--- config.mk ---
export PLATFORM = sky130hd
export DESIGN_NAME = e1_tx_payload_ctrl_regs
export DESIGN_NICKNAME = d
export VERILOG_FILES = /design/src/dummy_end_marker_unused.sv /design/src/e1_tx_payload_pkg.sv /design/src/e1_tx_payload_ctrl_regs.sv
export VERILOG_INCLUDE_DIRS = /design/src
export SDC_FILE = /design/constraint.sdc
export NUM_CORES = 2
export LEC_CHECK = 0
export BUFFER_PORTS_ARGS = -buffer_cell sky130_fd_sc_hd__clkbuf_2
export CAP_MARGIN = 15
export CORE_ASPECT_RATIO = 1.25
export CORE_UTILIZATION = 63
export DETAILED_ROUTE_END_ITERATION = 8
export PLACE_DENSITY = 0.8
export SLEW_MARGIN = 20
export SYNTH_ARGS = -nofsm -noshare
export SYNTH_HDL_FRONTEND = slang
export SYNTH_SLANG_ARGS = --single-unit
--- constraint.sdc ---
create_clock -name mclk_i -period 2.9 [get_ports mclk_i]
set_input_delay 0.145 -clock mclk_i [delete_from_list [all_inputs] [get_ports mclk_i]]
set_output_delay 0.145 -clock mclk_i [all_outputs]
set_load 0.02 [all_outputs]
--- src/e1_tx_payload_consts.svh ---
`ifndef E1_TX_PAYLOAD_CONSTS_SVH
`define E1_TX_PAYLOAD_CONSTS_SVH
// register indices, byte address is four times the index
`define IDX_IRQ_EN0 8'hC3
`define IDX_IRQ_EN1 8'hC4
`define IDX_FLAGS0 8'hC5
`define IDX_FLAGS1 8'hC6
`define IDX_TEST_CFG 8'hC7
`define IDX_ACC_STAT 8'hC8
`define IDX_ACC_CTRL 8'hC9
`define IDX_ACC_DATA 8'hCA
`define IDX_PL_CFG 8'hCB
`define IDX_PL_EN 8'hCC
// field positions and masks
`define ACC_DIR_BIT 7
`define TEST_START_BIT 0
`define TEST_DIR_BIT 1
`define CFG_SNAP_BIT 7
`define CFG_GSIG_BIT 6
`define CFG_WMASK 8'hC7
`define CFG_RESET 8'h80
`define SLOT_TEST_BIT 6
`define SLOT_SIG_BIT 4
// indirect address limits
`define ID_LAST 7'h5F
`define ID_HOLE0 7'h40
`define ID_HOLE1 7'h50
// busy time of one indirect access, in clock cycles
`define ACC_CYCLES 2'h2
`define RESP_OKAY 2'h0
`define RESP_SLVERR 2'h2
`endif

--- src/dummy_end_marker_unused.sv ---
`timescale 1ns/1ns
`default_nettype none
`default_nettype wire

--- src/e1_tx_payload_pkg.sv ---
package e1_tx_payload_pkg;
   typedef enum logic [1:0] {TEST_UNFRAMED, TEST_8BIT, TEST_7BIT, TEST_RSVD} test_mode_e;
   typedef enum logic [2:0] {REPL_SLOT, REPL_TRUNK, REPL_ALAW, REPL_MULAW, REPL_LOOP} repl_e;
   typedef enum logic {ACC_IDLE, ACC_RUN} acc_state_e;
endpackage

--- src/e1_tx_payload_ctrl_regs.sv ---
// What this block does
// - line code overflow flag reaches interrupt only while its enable bit 0 is set
// - eight sticky overflow flags, one per monitored counter group, bits 7 to 0
// - overflow flag stays set until host writes one; writing zero keeps it
// - bit 0 of second flag register sets on line code overflow; resets 0
// - extraction mode 00 uses all 32 slots, ignoring per-slot test bits
// - mode 01 uses whole bytes only in slots whose test bit is set
// - mode 10 uses seven upper bits of selected slots; 11 is reserved
// - direction 0 generates on transmit, checks receive; 1 swaps them
// - only a zero-to-one edge of start bit starts generator and detector
// - status bit 0 reads one while an indirect access runs; resets 0
// - control bit 7 is direction, 1 read 0 write; bits 6-0 address
// - for reads host writes address with direction 1; data lands in data register
// - snapshot on: signaling from first frame held for whole multiframe; resets 1
// - global signaling conditioning replaces all slots' ABCD, else per-slot enable
// - global replace code 000 follows each slot's own three-bit selection
// - code 001 replaces all slots with the per-slot data conditioning byte
// - code 010 inserts A-law milliwatt, 011 inserts mu-law milliwatt
// - code 100 inserts receive elastic store loopback data; others reserved
// - master enable bit 0, reset 0, gates data and signaling replacement only, not the test mask
`timescale 1ns/1ns
`include "e1_tx_payload_consts.svh"
`default_nettype none
module e1_tx_payload_ctrl_regs
(
   input wire logic mclk_i,
   input wire logic rst_n_i,
   input wire logic [11:0] s_axi_awaddr_i,
   input wire logic s_axi_awvalid_i,
   output logic s_axi_awready_o,
   input wire logic [31:0] s_axi_wdata_i,
   input wire logic [3:0] s_axi_wstrb_i,
   input wire logic s_axi_wvalid_i,
   output logic s_axi_wready_o,
   output logic [1:0] s_axi_bresp_o,
   output logic s_axi_bvalid_o,
   input wire logic s_axi_bready_i,
   input wire logic [11:0] s_axi_araddr_i,
   input wire logic s_axi_arvalid_i,
   output logic s_axi_arready_o,
   output logic [31:0] s_axi_rdata_o,
   output logic [1:0] s_axi_rresp_o,
   output logic s_axi_rvalid_o,
   input wire logic s_axi_rready_i,
   input wire logic [7:0] ovf_evt_i,
   input wire logic line_code_ovf_evt_i,
   output logic int_n_o,
   output logic test_start_o,
   output logic test_gen_tx_o,
   output logic test_gen_rx_o,
   output logic [7:0] test_mask_o,
   input wire logic slot_strobe_i,
   input wire logic [4:0] slot_idx_i,
   input wire logic [3:0] frame_idx_i,
   input wire logic [7:0] tx_data_i,
   input wire logic [3:0] tx_sig_i,
   input wire logic [7:0] loopback_data_i,
   output logic [7:0] tx_data_o,
   output logic [3:0] tx_sig_o
);
   logic aw_hold_q, w_hold_q, bvalid_q, rvalid_q;
   logic [9:0] awaddr_q;
   logic [7:0] wdata_q;
   logic wstrb_q;
   logic [1:0] bresp_q, rresp_q;
   logic [7:0] rdata_q;
   logic [7:0] en0_q, flags0_q, acc_ctrl_q, acc_data_q, pl_cfg_q;
   logic en1_q, flags1_q, pl_en_q, test_prev_q, test_start_q, int_q;
   logic [3:0] test_cfg_q;
   logic [7:0] test_mask_q, tx_data_q;
   logic [3:0] tx_sig_q;
   logic [1:0] acc_cnt_q;
   e1_tx_payload_pkg::acc_state_e acc_state_q;
   logic [7:0] mem_q [0:127];
   logic [3:0] snap_q [0:31];

   ////////////////////////////////////////////////////////////////////////////////
   // bus slave
   wire do_wr = aw_hold_q & w_hold_q & ~bvalid_q;
   wire [7:0] wr_idx = awaddr_q[9:2];
   wire [7:0] ar_idx = s_axi_araddr_i[9:2];
   wire ar_hs = s_axi_arvalid_i & ~rvalid_q;
   wire aw_hs = s_axi_awvalid_i & ~aw_hold_q & ~bvalid_q;
   wire w_hs = s_axi_wvalid_i & ~w_hold_q & ~bvalid_q;
   wire wr_mapped = (wr_idx >= `IDX_IRQ_EN0) && (wr_idx <= `IDX_PL_EN);
   wire ar_mapped = (ar_idx >= `IDX_IRQ_EN0) && (ar_idx <= `IDX_PL_EN)
                    && (s_axi_araddr_i[11:10] == 2'h0);
   wire wr_go = do_wr & wstrb_q;
   wire wr_en0 = wr_go && wr_idx == `IDX_IRQ_EN0;
   wire wr_en1 = wr_go && wr_idx == `IDX_IRQ_EN1;
   wire wr_fl0 = wr_go && wr_idx == `IDX_FLAGS0;
   wire wr_fl1 = wr_go && wr_idx == `IDX_FLAGS1;
   wire wr_test = wr_go && wr_idx == `IDX_TEST_CFG;
   wire wr_ctrl = wr_go && wr_idx == `IDX_ACC_CTRL;
   wire wr_data = wr_go && wr_idx == `IDX_ACC_DATA;
   wire wr_cfg = wr_go && wr_idx == `IDX_PL_CFG;
   wire wr_pen = wr_go && wr_idx == `IDX_PL_EN;
   wire busy = (acc_state_q == e1_tx_payload_pkg::ACC_RUN);
   wire [7:0] rd_mux =
      (ar_idx == `IDX_IRQ_EN0) ? en0_q :
      (ar_idx == `IDX_IRQ_EN1) ? {7'h00, en1_q} :
      (ar_idx == `IDX_FLAGS0) ? flags0_q :
      (ar_idx == `IDX_FLAGS1) ? {7'h00, flags1_q} :
      (ar_idx == `IDX_TEST_CFG) ? {4'h0, test_cfg_q} :
      (ar_idx == `IDX_ACC_STAT) ? {7'h00, busy} :
      (ar_idx == `IDX_ACC_CTRL) ? acc_ctrl_q :
      (ar_idx == `IDX_ACC_DATA) ? acc_data_q :
      (ar_idx == `IDX_PL_CFG) ? pl_cfg_q :
      (ar_idx == `IDX_PL_EN) ? {7'h00, pl_en_q} : 8'h00;

   assign s_axi_awready_o = ~aw_hold_q & ~bvalid_q;
   assign s_axi_wready_o = ~w_hold_q & ~bvalid_q;
   assign s_axi_bvalid_o = bvalid_q;
   assign s_axi_bresp_o = bresp_q;
   assign s_axi_arready_o = ~rvalid_q;
   assign s_axi_rvalid_o = rvalid_q;
   assign s_axi_rresp_o = rresp_q;
   assign s_axi_rdata_o = {24'h000000, rdata_q};

   always_ff @(posedge mclk_i)
   begin
      if (!rst_n_i)
      begin
         aw_hold_q <= 1'b0;
         w_hold_q <= 1'b0;
         bvalid_q <= 1'b0;
         awaddr_q <= 10'h000;
         wdata_q <= 8'h00;
         wstrb_q <= 1'b0;
         bresp_q <= `RESP_OKAY;
      end
      else
      begin
         if (aw_hs)
         begin
            aw_hold_q <= 1'b1;
            // top address bits are folded into the mapped check here
            awaddr_q <= (s_axi_awaddr_i[11:10] == 2'h0) ? s_axi_awaddr_i[9:0] : 10'h000;
         end
         if (w_hs)
         begin
            w_hold_q <= 1'b1;
            wdata_q <= s_axi_wdata_i[7:0];
            wstrb_q <= s_axi_wstrb_i[0];
         end
         if (do_wr)
         begin
            aw_hold_q <= 1'b0;
            w_hold_q <= 1'b0;
            bvalid_q <= 1'b1;
            bresp_q <= wr_mapped ? `RESP_OKAY : `RESP_SLVERR;
         end
         else if (bvalid_q && s_axi_bready_i)
            bvalid_q <= 1'b0;
      end
   end

   always_ff @(posedge mclk_i)
   begin
      if (!rst_n_i)
      begin
         rvalid_q <= 1'b0;
         rdata_q <= 8'h00;
         rresp_q <= `RESP_OKAY;
      end
      else if (ar_hs)
      begin
         rvalid_q <= 1'b1;
         rdata_q <= rd_mux;
         rresp_q <= ar_mapped ? `RESP_OKAY : `RESP_SLVERR;
      end
      else if (rvalid_q && s_axi_rready_i)
         rvalid_q <= 1'b0;
   end

   ////////////////////////////////////////////////////////////////////////////////
   // overflow flags and interrupt
   wire [7:0] irq_src = flags0_q & en0_q;
   wire any_irq = (|irq_src) | (flags1_q & en1_q);

   always_ff @(posedge mclk_i)
   begin
      if (!rst_n_i)
      begin
         en0_q <= 8'h00;
         en1_q <= 1'b0;
         flags0_q <= 8'h00;
         flags1_q <= 1'b0;
         int_q <= 1'b0;
      end
      else
      begin
         if (wr_en0)
            en0_q <= wdata_q;
         if (wr_en1)
            en1_q <= wdata_q[0];
         // a new overflow beats a clear in the same cycle
         flags0_q <= (flags0_q & ~(wr_fl0 ? wdata_q : 8'h00)) | ovf_evt_i;
         flags1_q <= (flags1_q & ~(wr_fl1 & wdata_q[0])) | line_code_ovf_evt_i;
         int_q <= any_irq;
      end
   end
   assign int_n_o = ~int_q;

   ////////////////////////////////////////////////////////////////////////////////
   // pattern test configuration
   wire [1:0] tmode = test_cfg_q[3:2];
   wire [6:0] slot_cfg_addr = {2'b10, slot_idx_i};
   wire slot_cfg_ok = (slot_idx_i[3:0] != 4'h0);
   wire [7:0] slot_cfg = slot_cfg_ok ? mem_q[slot_cfg_addr] : 8'h00;
   wire slot_test = slot_cfg[`SLOT_TEST_BIT];
   wire [7:0] mask_d =
      (tmode == e1_tx_payload_pkg::TEST_UNFRAMED) ? 8'hFF :
      (tmode == e1_tx_payload_pkg::TEST_8BIT) ? (slot_test ? 8'hFF : 8'h00) :
      (tmode == e1_tx_payload_pkg::TEST_7BIT) ? (slot_test ? 8'hFE : 8'h00) : 8'h00;

   always_ff @(posedge mclk_i)
   begin
      if (!rst_n_i)
      begin
         test_cfg_q <= 4'h0;
         test_prev_q <= 1'b0;
         test_start_q <= 1'b0;
         test_mask_q <= 8'h00;
      end
      else
      begin
         if (wr_test)
            test_cfg_q <= wdata_q[3:0];
         test_prev_q <= test_cfg_q[`TEST_START_BIT];
         test_start_q <= test_cfg_q[`TEST_START_BIT] & ~test_prev_q;
         if (slot_strobe_i)
            test_mask_q <= mask_d;
      end
   end
   assign test_start_o = test_start_q;
   assign test_gen_tx_o = ~test_cfg_q[`TEST_DIR_BIT];
   assign test_gen_rx_o = test_cfg_q[`TEST_DIR_BIT];
   assign test_mask_o = test_mask_q;

   ////////////////////////////////////////////////////////////////////////////////
   // indirect access window
   wire [6:0] acc_addr = acc_ctrl_q[6:0];
   wire acc_read = acc_ctrl_q[`ACC_DIR_BIT];
   wire acc_addr_ok = (acc_addr <= `ID_LAST) && (acc_addr != `ID_HOLE0)
                      && (acc_addr != `ID_HOLE1);
   // a control write while busy is dropped so the running access stays intact
   wire acc_start = wr_ctrl & ~busy;
   wire acc_done = busy && (acc_cnt_q == `ACC_CYCLES - 2'h1);

   always_ff @(posedge mclk_i)
   begin
      if (!rst_n_i)
      begin
         acc_state_q <= e1_tx_payload_pkg::ACC_IDLE;
         acc_cnt_q <= 2'h0;
         acc_ctrl_q <= 8'h00;
      end
      else
      begin
         case (acc_state_q)
            e1_tx_payload_pkg::ACC_IDLE:
            begin
               acc_cnt_q <= 2'h0;
               if (acc_start)
               begin
                  acc_ctrl_q <= wdata_q;
                  acc_state_q <= e1_tx_payload_pkg::ACC_RUN;
               end
            end
            e1_tx_payload_pkg::ACC_RUN:
            begin
               acc_cnt_q <= acc_cnt_q + 2'h1;
               if (acc_done)
                  acc_state_q <= e1_tx_payload_pkg::ACC_IDLE;
            end
            default:
               acc_state_q <= e1_tx_payload_pkg::ACC_IDLE;
         endcase
      end
   end

   always_ff @(posedge mclk_i)
   begin
      if (!rst_n_i)
         acc_data_q <= 8'h00;
      else if (acc_done && acc_read)
         acc_data_q <= acc_addr_ok ? mem_q[acc_addr] : 8'h00;
      else if (wr_data && !busy)
         acc_data_q <= wdata_q;
   end

   always_ff @(posedge mclk_i)
   begin
      if (!rst_n_i)
      begin
         for (int i = 0; i < 128; i++)
            mem_q[i] <= 8'h00;
      end
      else if (acc_done && !acc_read && acc_addr_ok)
         mem_q[acc_addr] <= acc_data_q;
   end

   ////////////////////////////////////////////////////////////////////////////////
   // payload and signaling replacement
   function automatic logic [7:0] alaw_mw(input logic [2:0] p);
      case (p)
         3'h0, 3'h3: alaw_mw = 8'h34;
         3'h1, 3'h2: alaw_mw = 8'h21;
         3'h4, 3'h7: alaw_mw = 8'hB4;
         default: alaw_mw = 8'hA1;
      endcase
   endfunction

   function automatic logic [7:0] mulaw_mw(input logic [2:0] p);
      case (p)
         3'h0, 3'h3: mulaw_mw = 8'h1E;
         3'h1, 3'h2: mulaw_mw = 8'h0B;
         3'h4, 3'h7: mulaw_mw = 8'h9E;
         default: mulaw_mw = 8'h8B;
      endcase
   endfunction

   wire [2:0] gsub = pl_cfg_q[2:0];
   wire [2:0] slot_sub = mem_q[{2'b00, slot_idx_i}][7:5];
   wire [7:0] trunk = mem_q[{2'b01, slot_idx_i}];
   wire [2:0] eff_sub = (gsub == e1_tx_payload_pkg::REPL_SLOT) ? slot_sub : gsub;
   wire [7:0] data_repl =
      (eff_sub == e1_tx_payload_pkg::REPL_TRUNK) ? trunk :
      (eff_sub == e1_tx_payload_pkg::REPL_ALAW) ? alaw_mw(frame_idx_i[2:0]) :
      (eff_sub == e1_tx_payload_pkg::REPL_MULAW) ? mulaw_mw(frame_idx_i[2:0]) :
      (eff_sub == e1_tx_payload_pkg::REPL_LOOP) ? loopback_data_i : tx_data_i;
   wire snap_on = pl_cfg_q[`CFG_SNAP_BIT];
   wire first_frame = (frame_idx_i == 4'h0);
   wire [3:0] sig_src = (snap_on && !first_frame) ? snap_q[slot_idx_i] : tx_sig_i;
   wire sig_cond = pl_cfg_q[`CFG_GSIG_BIT] | slot_cfg[`SLOT_SIG_BIT];
   wire [3:0] sig_repl = sig_cond ? slot_cfg[3:0] : sig_src;

   always_ff @(posedge mclk_i)
   begin
      if (!rst_n_i)
      begin
         pl_cfg_q <= `CFG_RESET;
         pl_en_q <= 1'b0;
      end
      else
      begin
         if (wr_cfg)
            pl_cfg_q <= wdata_q & `CFG_WMASK;
         if (wr_pen)
            pl_en_q <= wdata_q[0];
      end
   end

   // snapshot store has no reset: it is read on every frame but the first while snapshot is on, even before any first frame has refilled it
   always_ff @(posedge mclk_i)
   begin
      if (slot_strobe_i && first_frame)
         snap_q[slot_idx_i] <= tx_sig_i;
   end

   always_ff @(posedge mclk_i)
   begin
      if (!rst_n_i)
      begin
         tx_data_q <= 8'h00;
         tx_sig_q <= 4'h0;
      end
      else if (slot_strobe_i)
      begin
         tx_data_q <= pl_en_q ? data_repl : tx_data_i;
         tx_sig_q <= pl_en_q ? sig_repl : tx_sig_i;
      end
   end
   assign tx_data_o = tx_data_q;
   assign tx_sig_o = tx_sig_q;

   ////////////////////////////////////////////////////////////////////////////////
   // checks
   property p_int;
      @(posedge mclk_i) disable iff (!rst_n_i)
      (flags1_q && !en1_q && irq_src == 8'h00) |=> int_n_o;
   endproperty
   a_int: assert property (p_int) else $error("masked flag drove interrupt");

   property p_flag_set;
      @(posedge mclk_i) disable iff (!rst_n_i)
      (ovf_evt_i != 8'h00) |=> ((flags0_q & $past(ovf_evt_i)) == $past(ovf_evt_i));
   endproperty
   a_flag_set: assert property (p_flag_set) else $error("overflow not flagged");

   property p_flag_sticky;
      @(posedge mclk_i) disable iff (!rst_n_i)
      !wr_fl0 |=> ((flags0_q & $past(flags0_q)) == $past(flags0_q));
   endproperty
   a_flag_sticky: assert property (p_flag_sticky) else $error("flag lost");

   property p_lcv_set;
      @(posedge mclk_i) disable iff (!rst_n_i)
      line_code_ovf_evt_i |=> flags1_q ##1 (flags1_q || $past(wr_fl1));
   endproperty
   a_lcv_set: assert property (p_lcv_set) else $error("line code flag");

   property p_unframed;
      @(posedge mclk_i) disable iff (!rst_n_i)
      (slot_strobe_i && tmode == 2'h0) |=> (test_mask_o == 8'hFF);
   endproperty
   a_unframed: assert property (p_unframed) else $error("unframed mask");

   property p_start_edge;
      @(posedge mclk_i) disable iff (!rst_n_i)
      test_start_o |-> ($past(test_cfg_q[0]) && !$past(test_cfg_q[0], 2)) ##1 !test_start_o;
   endproperty
   a_start_edge: assert property (p_start_edge) else $error("start without edge");

   property p_busy_len;
      @(posedge mclk_i) disable iff (!rst_n_i)
      acc_start |=> busy [*2] ##1 !busy;
   endproperty
   a_busy_len: assert property (p_busy_len) else $error("busy length");

   property p_read_data;
      @(posedge mclk_i) disable iff (!rst_n_i)
      (acc_done && acc_read && acc_addr_ok) |=> (acc_data_q == $past(mem_q[acc_addr]));
   endproperty
   a_read_data: assert property (p_read_data) else $error("read data not loaded");

   property p_bypass;
      @(posedge mclk_i) disable iff (!rst_n_i)
      (slot_strobe_i && !pl_en_q) |=> (tx_data_o == $past(tx_data_i)
                                       && tx_sig_o == $past(tx_sig_i));
   endproperty
   a_bypass: assert property (p_bypass) else $error("disabled path altered");

   property p_trunk;
      @(posedge mclk_i) disable iff (!rst_n_i)
      (slot_strobe_i && pl_en_q && gsub == 3'h1) |=> (tx_data_o == $past(trunk));
   endproperty
   a_trunk: assert property (p_trunk) else $error("trunk code missing");
endmodule // e1_tx_payload_ctrl_regs
`default_nettype wire

## Word level (Yosys, flattened, before mapping)

Memories as Yosys holds them, arrays and structs flattened. A register that Yosys moved wholly into a read port is not among the register bits.
Index checks and enable logic that the tools add are counted.

| word-level totals | value |
|---|---|
| flip-flop bits (word level) | 105 |
| bits in writable memories | 1152 |
| bits of input ports | 106 |
| output and inout bits | 65 |
| word-level logic and storage cells | 196 |
| memories | 2 |

Memory list:

| memory | depth | width | read ports | clocked after Yosys merged registers in | write ports | line | source |
|---|---|---|---|---|---|---|---|
| mem_q | 128 | 8 | 4 | 1 | 128 | e1_tx_payload_ctrl_regs.sv:74 | `logic [7:0] mem_q [0:127];` |
| snap_q | 32 | 4 | 1 | 0 | 1 | e1_tx_payload_ctrl_regs.sv:75 | `logic [3:0] snap_q [0:31];` |

| cells by class | value |
|---|---|
| add/subtract/negate cells | 1 |
| $lt $le $gt $ge | 5 |
| equal/unequal tests | 33 |
| muxes and demuxes | 53 |
| bitwise logic cells | 32 |
| reductions and logical operators | 43 |

Operator list:

| cell | number |
|---|---|
| $mux 8 | 24 |
| $eq 8x8->1 const B | 19 |
| $pmux 8 s3 | 2 |
| $mux 7 | 4 |
| $logic_and 1x1->1 | 23 |
| $and 8x8->8 | 2 |
| $ge 8x8->1 const B | 2 |
| $le 8x8->1 const B | 2 |
| $reduce_or 8->1 | 2 |
| $and 1x1->1 | 15 |
| $mux 1 | 14 |
| $ne 7x7->1 const B | 2 |
| $eq 3x2->1 const B | 4 |
| $mux 4 | 3 |
| $mux 10 | 1 |
| $not 1->1 | 10 |
| $eq 3x3->1 const B | 3 |
| $not 8->8 | 1 |
| $or 8x8->8 | 1 |
| $reduce_or 2->1 | 4 |
| $le 7x7->1 const B | 1 |
| $eq 3x1->1 const B | 2 |
| $logic_not 2->1 | 3 |
| $logic_not 3->1 | 2 |
| 13 further kinds | 21 |

## Depth between registers and ports, before layout

| depth | value |
|---|---|
| depth in word-level cells | 11 |
| depth in mapped cells | 14 |
| gate-level depth less buffers | 8 |

## Worst setup path before layout

Ideal clock, no wire load.

| timing path | value |
|---|---|
| path kind | register -> register |
| start | reg with a tool-made name |
| end | reg acc_data_q[6] |
| library setup time | 0.130 ns |
| arrival time | 2.515 ns |
| data required time | 2.770 ns |
| path slack | 0.256 ns |
| cell stages (with the launch flop) | 8 |
| path buffers | 2 |
| period minus slack after synthesis | 2.644 ns |
| path through | dfxtp_1 clkbuf_1 clkbuf_1 mux4_2 mux4_2 mux4_2 nand2_1 a21oi_1 |

RTL lines:

| what | line | source |
|---|---|---|
| end signal, assigned | e1_tx_payload_ctrl_regs.sv:288 | `acc_data_q <= acc_addr_ok ? mem_q[acc_addr] : 8'h00;` |
| end signal, assigned | e1_tx_payload_ctrl_regs.sv:290 | `acc_data_q <= wdata_q;` |
| end, declared | e1_tx_payload_ctrl_regs.sv:67 | `logic [7:0] en0_q, flags0_q, acc_ctrl_q, acc_data_q, pl_cfg_q;` |

==> flow_summary.json <==
{
  "numCtsBuffers": 114,
  "ys.warnings.count": 0,
  "multi_input_area_mm2": 0.02251,
  "min_to": "s_axi_bresp_o[1]$_SDFFE_PN0P_",
  "hold_class": "primary input to register",
  "port_buffers": 113,
  "combPwrFrac_pct": 6.8,
  "synth_edf_count": 1152,
  "fillers": 5000,
  "synth_top_cells_by_count": "edfxtp_1 (1152), and2_1 (758), mux4_2 (488)",
  "area_delta_synth_final_pct": 17.99,
  "seq_area_mm2": 0.03668,
  "rsz0062_at_grt": "true",
  "path_clk_slew_ns": 0.07,
  "synthArstFlopShare_pct": 0,
  "ant_nets": 0,
  "layout.cells.non_filler": 5827,
  "cp_num_buf_inv": 5,
  "fin_crit_ns": 3.042,
  "grt_pass1_vias": 38819,
  "io_pins": 171,
  "clock_power_share_pct": 41.3,
  "post_drt_wl_per_cell_um": 30.03,
  "antenna_found_initial": 7,
  "setup_tns_ns": -0.9041,
  "avgSynthCellArea_um2": 15.50,
  "p_int_mw": 31.11,
  "r2r_slack_ns": -0.14,
  "leakagePower_nw": 25.22,
  "core_mm2": 0.09337,
  "status": "finished with violations",
  "post-route-drc-count": 0,
  "worst_pin_slew_ns": 1.224,
  "wl_mm": 175.0,
  "initial_core_util_pct": 63.83,
  "r2r.worst_path.cells": 10,
  "hold_viol": 1,
  "grt_overflow": 0,
  "cp.required_ns": 3.49,
  "vias_per_cell": 6.669,
  "ys.flop_type": "edfxtp_1",
  "cts_sinks": 1254,
  "endpoint_kind": "register",
  "cts_buffer_depth": 3,
  "slew_violations": 0,
  "nets": 4625,
  "cts_tree": "done",
  "worstPathCellList": "buf_12, buf_8, buf_16, buf_16, buf_12, mux4_2, mux4_2, mux4_2, nand2_2, a21oi_2",
  "seq_power_share_pct": 51.9,
  "vdd.ir_drop.worst_mv": 0.5189,
  "synth_top_area_share_pct": 58.04,
  "yosys-top-cells-area": "edfxtp_1 (58%), mux4_2 (18%), and2_1 (8.0%)",
  "cp_common_cell": "mux4_2",
  "synth_cell_type_count": 73,
  "rows": 125,
  "cp-start-kind": "register",
  "critPathArrivalTime_ns": 3.64,
  "grt_start_max_net_pins": 162,
  "die_area_mm2": 0.09585,
  "first_iter_violations": 5954,
  "utilization_pct": 75.31,
  "failed_checks": "hold timing, setup timing",
  "yosys_register_bits": 1254,
  "finClkSkew_ns": 0.03382,
  "die_w_um": 277.1,
  "detailedPlacementHpwl_mm": 110.8,
  "hp-start": "rst_n_i",
  "synth_largest_area_cell": "edfxtp_1",
  "drive_above_1_share_pct": 27.57,
  "root_buffer": "clkbuf_16",
  "ys_seq_area_share_pct": 61.47,
  "setup_viol_count_final": 8,
  "setup_slack_ns": -0.1422,
  "crit_family": "multiplexers",
  "hold_path_depth": 4,
  "power_switching_mw": 8.982,
  "fin_crit_sh_pct": 104.9,
  "drtPass1Iterations": 8,
  "worstSkewPairLatency_ns": 0.71,
  "grt.total_usage_pct": 35.66,
  "r2r_end": "acc_data_q[4]$_SDFFE_PN0P_",
  "yosysMostFrequentCell": "edfxtp_1",
  "drv_cap": 0,
  "synthCells": 3845,
  "worstPathMaxFanout": 8,
  "cp_slowest_cell": "mux4_2",
  "whs_ns": -0.02541,
  "syn-cell-area_mm2": 0.05960,
  "critPathKind": "register to register",
  "crit_path_max_incr_delay_ns": 0.56,
  "dp_cells": 5463,
  "p_per_area_mw_per_mm2": 570.1,
  "routed-via-count": 38862,
  "grt_pass1_wl_mm": 249.6,
  "die_h_um": 345.9,
  "worst_slew_margin_rel_pct": 18.43,
  "max_clock_freq_ghz": 0.3287,
  "gp_congestion": 0.9997,
  "swShare_pct": 22.41,
  "htree_levels": 3
}
[cells in the final DEF (no fill, tap or decap), types with 8 or more instances in the layout]
master            n
a221oi_1          8
a211oi_1          8
buf_12           51
dfxtp_1          89
nand3_1          33
nand2_2           8
nand2b_1         11
nor2_1          221
buf_4           329
mux2i_1          75
dfxtp_4          10
clkbuf_2        110
clkbuf_16       123
o21ai_0         149
clkbuf_1         15
mux2_2           16
buf_6            11
nor2b_1          23
bufinv_16        20
and2_1          758
a31oi_1          14
nor3_1           14
nand2_1         115
a21oi_1          81
a22oi_1          19
o221ai_1         13
nor4_1           10
dlygate4sd3_1    78
clkinvlp_4        9
mux4_2          488
edfxtp_1       1152
conb_1          298
o22ai_1           9
inv_1            56
clkinv_2         17
nand3b_1         11
clkinv_1         14
[layout make-up]
cell class	instances	share of cell area (%)
antenna	3	0.01068
clock buffer	141	4.468
clock inverter	75	1.379
inverter	59	0.3149
multi-input combinational	2496	32.02
sequential	1254	52.16
tap	1206	2.146
timing repair buffer	593	7.507
[stage by stage]
| stage | setup slack [ns] | cell area (µm²) | total power, mW | hold WS [ns] |
|---|---|---|---|---|
| final | -0.1422 | 70320 | 40.09 | -0.02541 |
| after global routing | -0.1740 | 70320 | 40.81 | 0.05723 |
| after CTS | -0.05108 | 69650 | 39.80 | 0.03070 |
| after detailed placement | -0.2283 | 64380 | 23.62 | 0.3456 |
| after global placement | -0.1935 | 64380 | 23.51 | 0.3445 |
| after floorplan | 0.2555 | 60710 | 22.51 | 0.2439 |
[worst reg2reg max path: stages (launching register included)]
cell	delay (ns)
dfxtp_4	0.40
buf_12	0.15
buf_8	0.13
buf_16	0.16
buf_16	0.15
buf_12	0.15
mux4_2	0.57
mux4_2	0.56
mux4_2	0.53
nand2_2	0.09
a21oi_2	0.04
[cell families (layout without fill, tap and decap cells)]
logic type      after synthesis  in the layout  synth area share, %
flops                      1254           1254                61.47
simple gates               1246           1246                11.61
mux                         589            589                20.18
buf+inv                     392            868                2.994
compound gates              359            359                3.672
fa+ha+maj                     2              2              0.03779
xor+xnor                      2              2              0.02940
other cells                   1            301             0.006292
[flip-flops by register name, indices dropped and copies added (netlist names), 8 cells and up, named ones only]
register    cells
tx_data_o       8
acc_ctrl_q      8
awaddr_q        8
en0_q           8
mem_q        1024
acc_data_q      8
flags0_q        8
wdata_q         8
snap_q        128
rdata_q         8
[metal layers]
| layer | GRT usage, % | vias to the layer above | wire [µm] |
|---|---|---|---|
| met5 | 0 | - | 37 |
| met4 | 21.78 | 6 | 13140 |
| met3 | 6.830 | 721 | 19150 |
| met2 | 59.01 | 3024 | 86180 |
| met1 | 43.74 | 19322 | 56500 |
| li1 | - | 15789 | - |
[power by group through the flow]
stage                     Sequential, mW  Combinational, mW  Clock (mW)
after global placement              21.1               2.42           0
after floorplan                     21.0               1.49           0
after CTS                           20.8               2.56        16.4
final                               20.8               2.72        16.5
after global routing                20.9               2.80        17.1
after detailed placement            21.2               2.46           0
[how the worst max path moves through the flow]
stage	endpoint	from	cells after the start	slack [ns]
floorplan	acc_data_q[6]$_SDFFE_PN0P_	register	7	0.26
global placement	acc_data_q[7]$_SDFFE_PN0P_	register	10	-0.19
detailed placement	acc_data_q[6]$_SDFFE_PN0P_	register	10	-0.23
CTS	acc_data_q[1]$_SDFFE_PN0P_	register	9	-0.05
global route	acc_data_q[4]$_SDFFE_PN0P_	acc_ctrl_q[7]$_SDFFE_PN0P_	7	-0.17
finish	acc_data_q[4]$_SDFFE_PN0P_	register	10	-0.14
[repair_timing]
action / CTS / global route
setup endpoints to repair: 8 / 10
setup buffers: 16 / 49
hold buffers: 78 / 0
endpoints found under the hold margin: 46 / 0
cloned: 3 / 3
pin swaps: 3 / 15
resized for setup: 27 / 57
No activity file was read; power rests on OpenSTA's default activity.
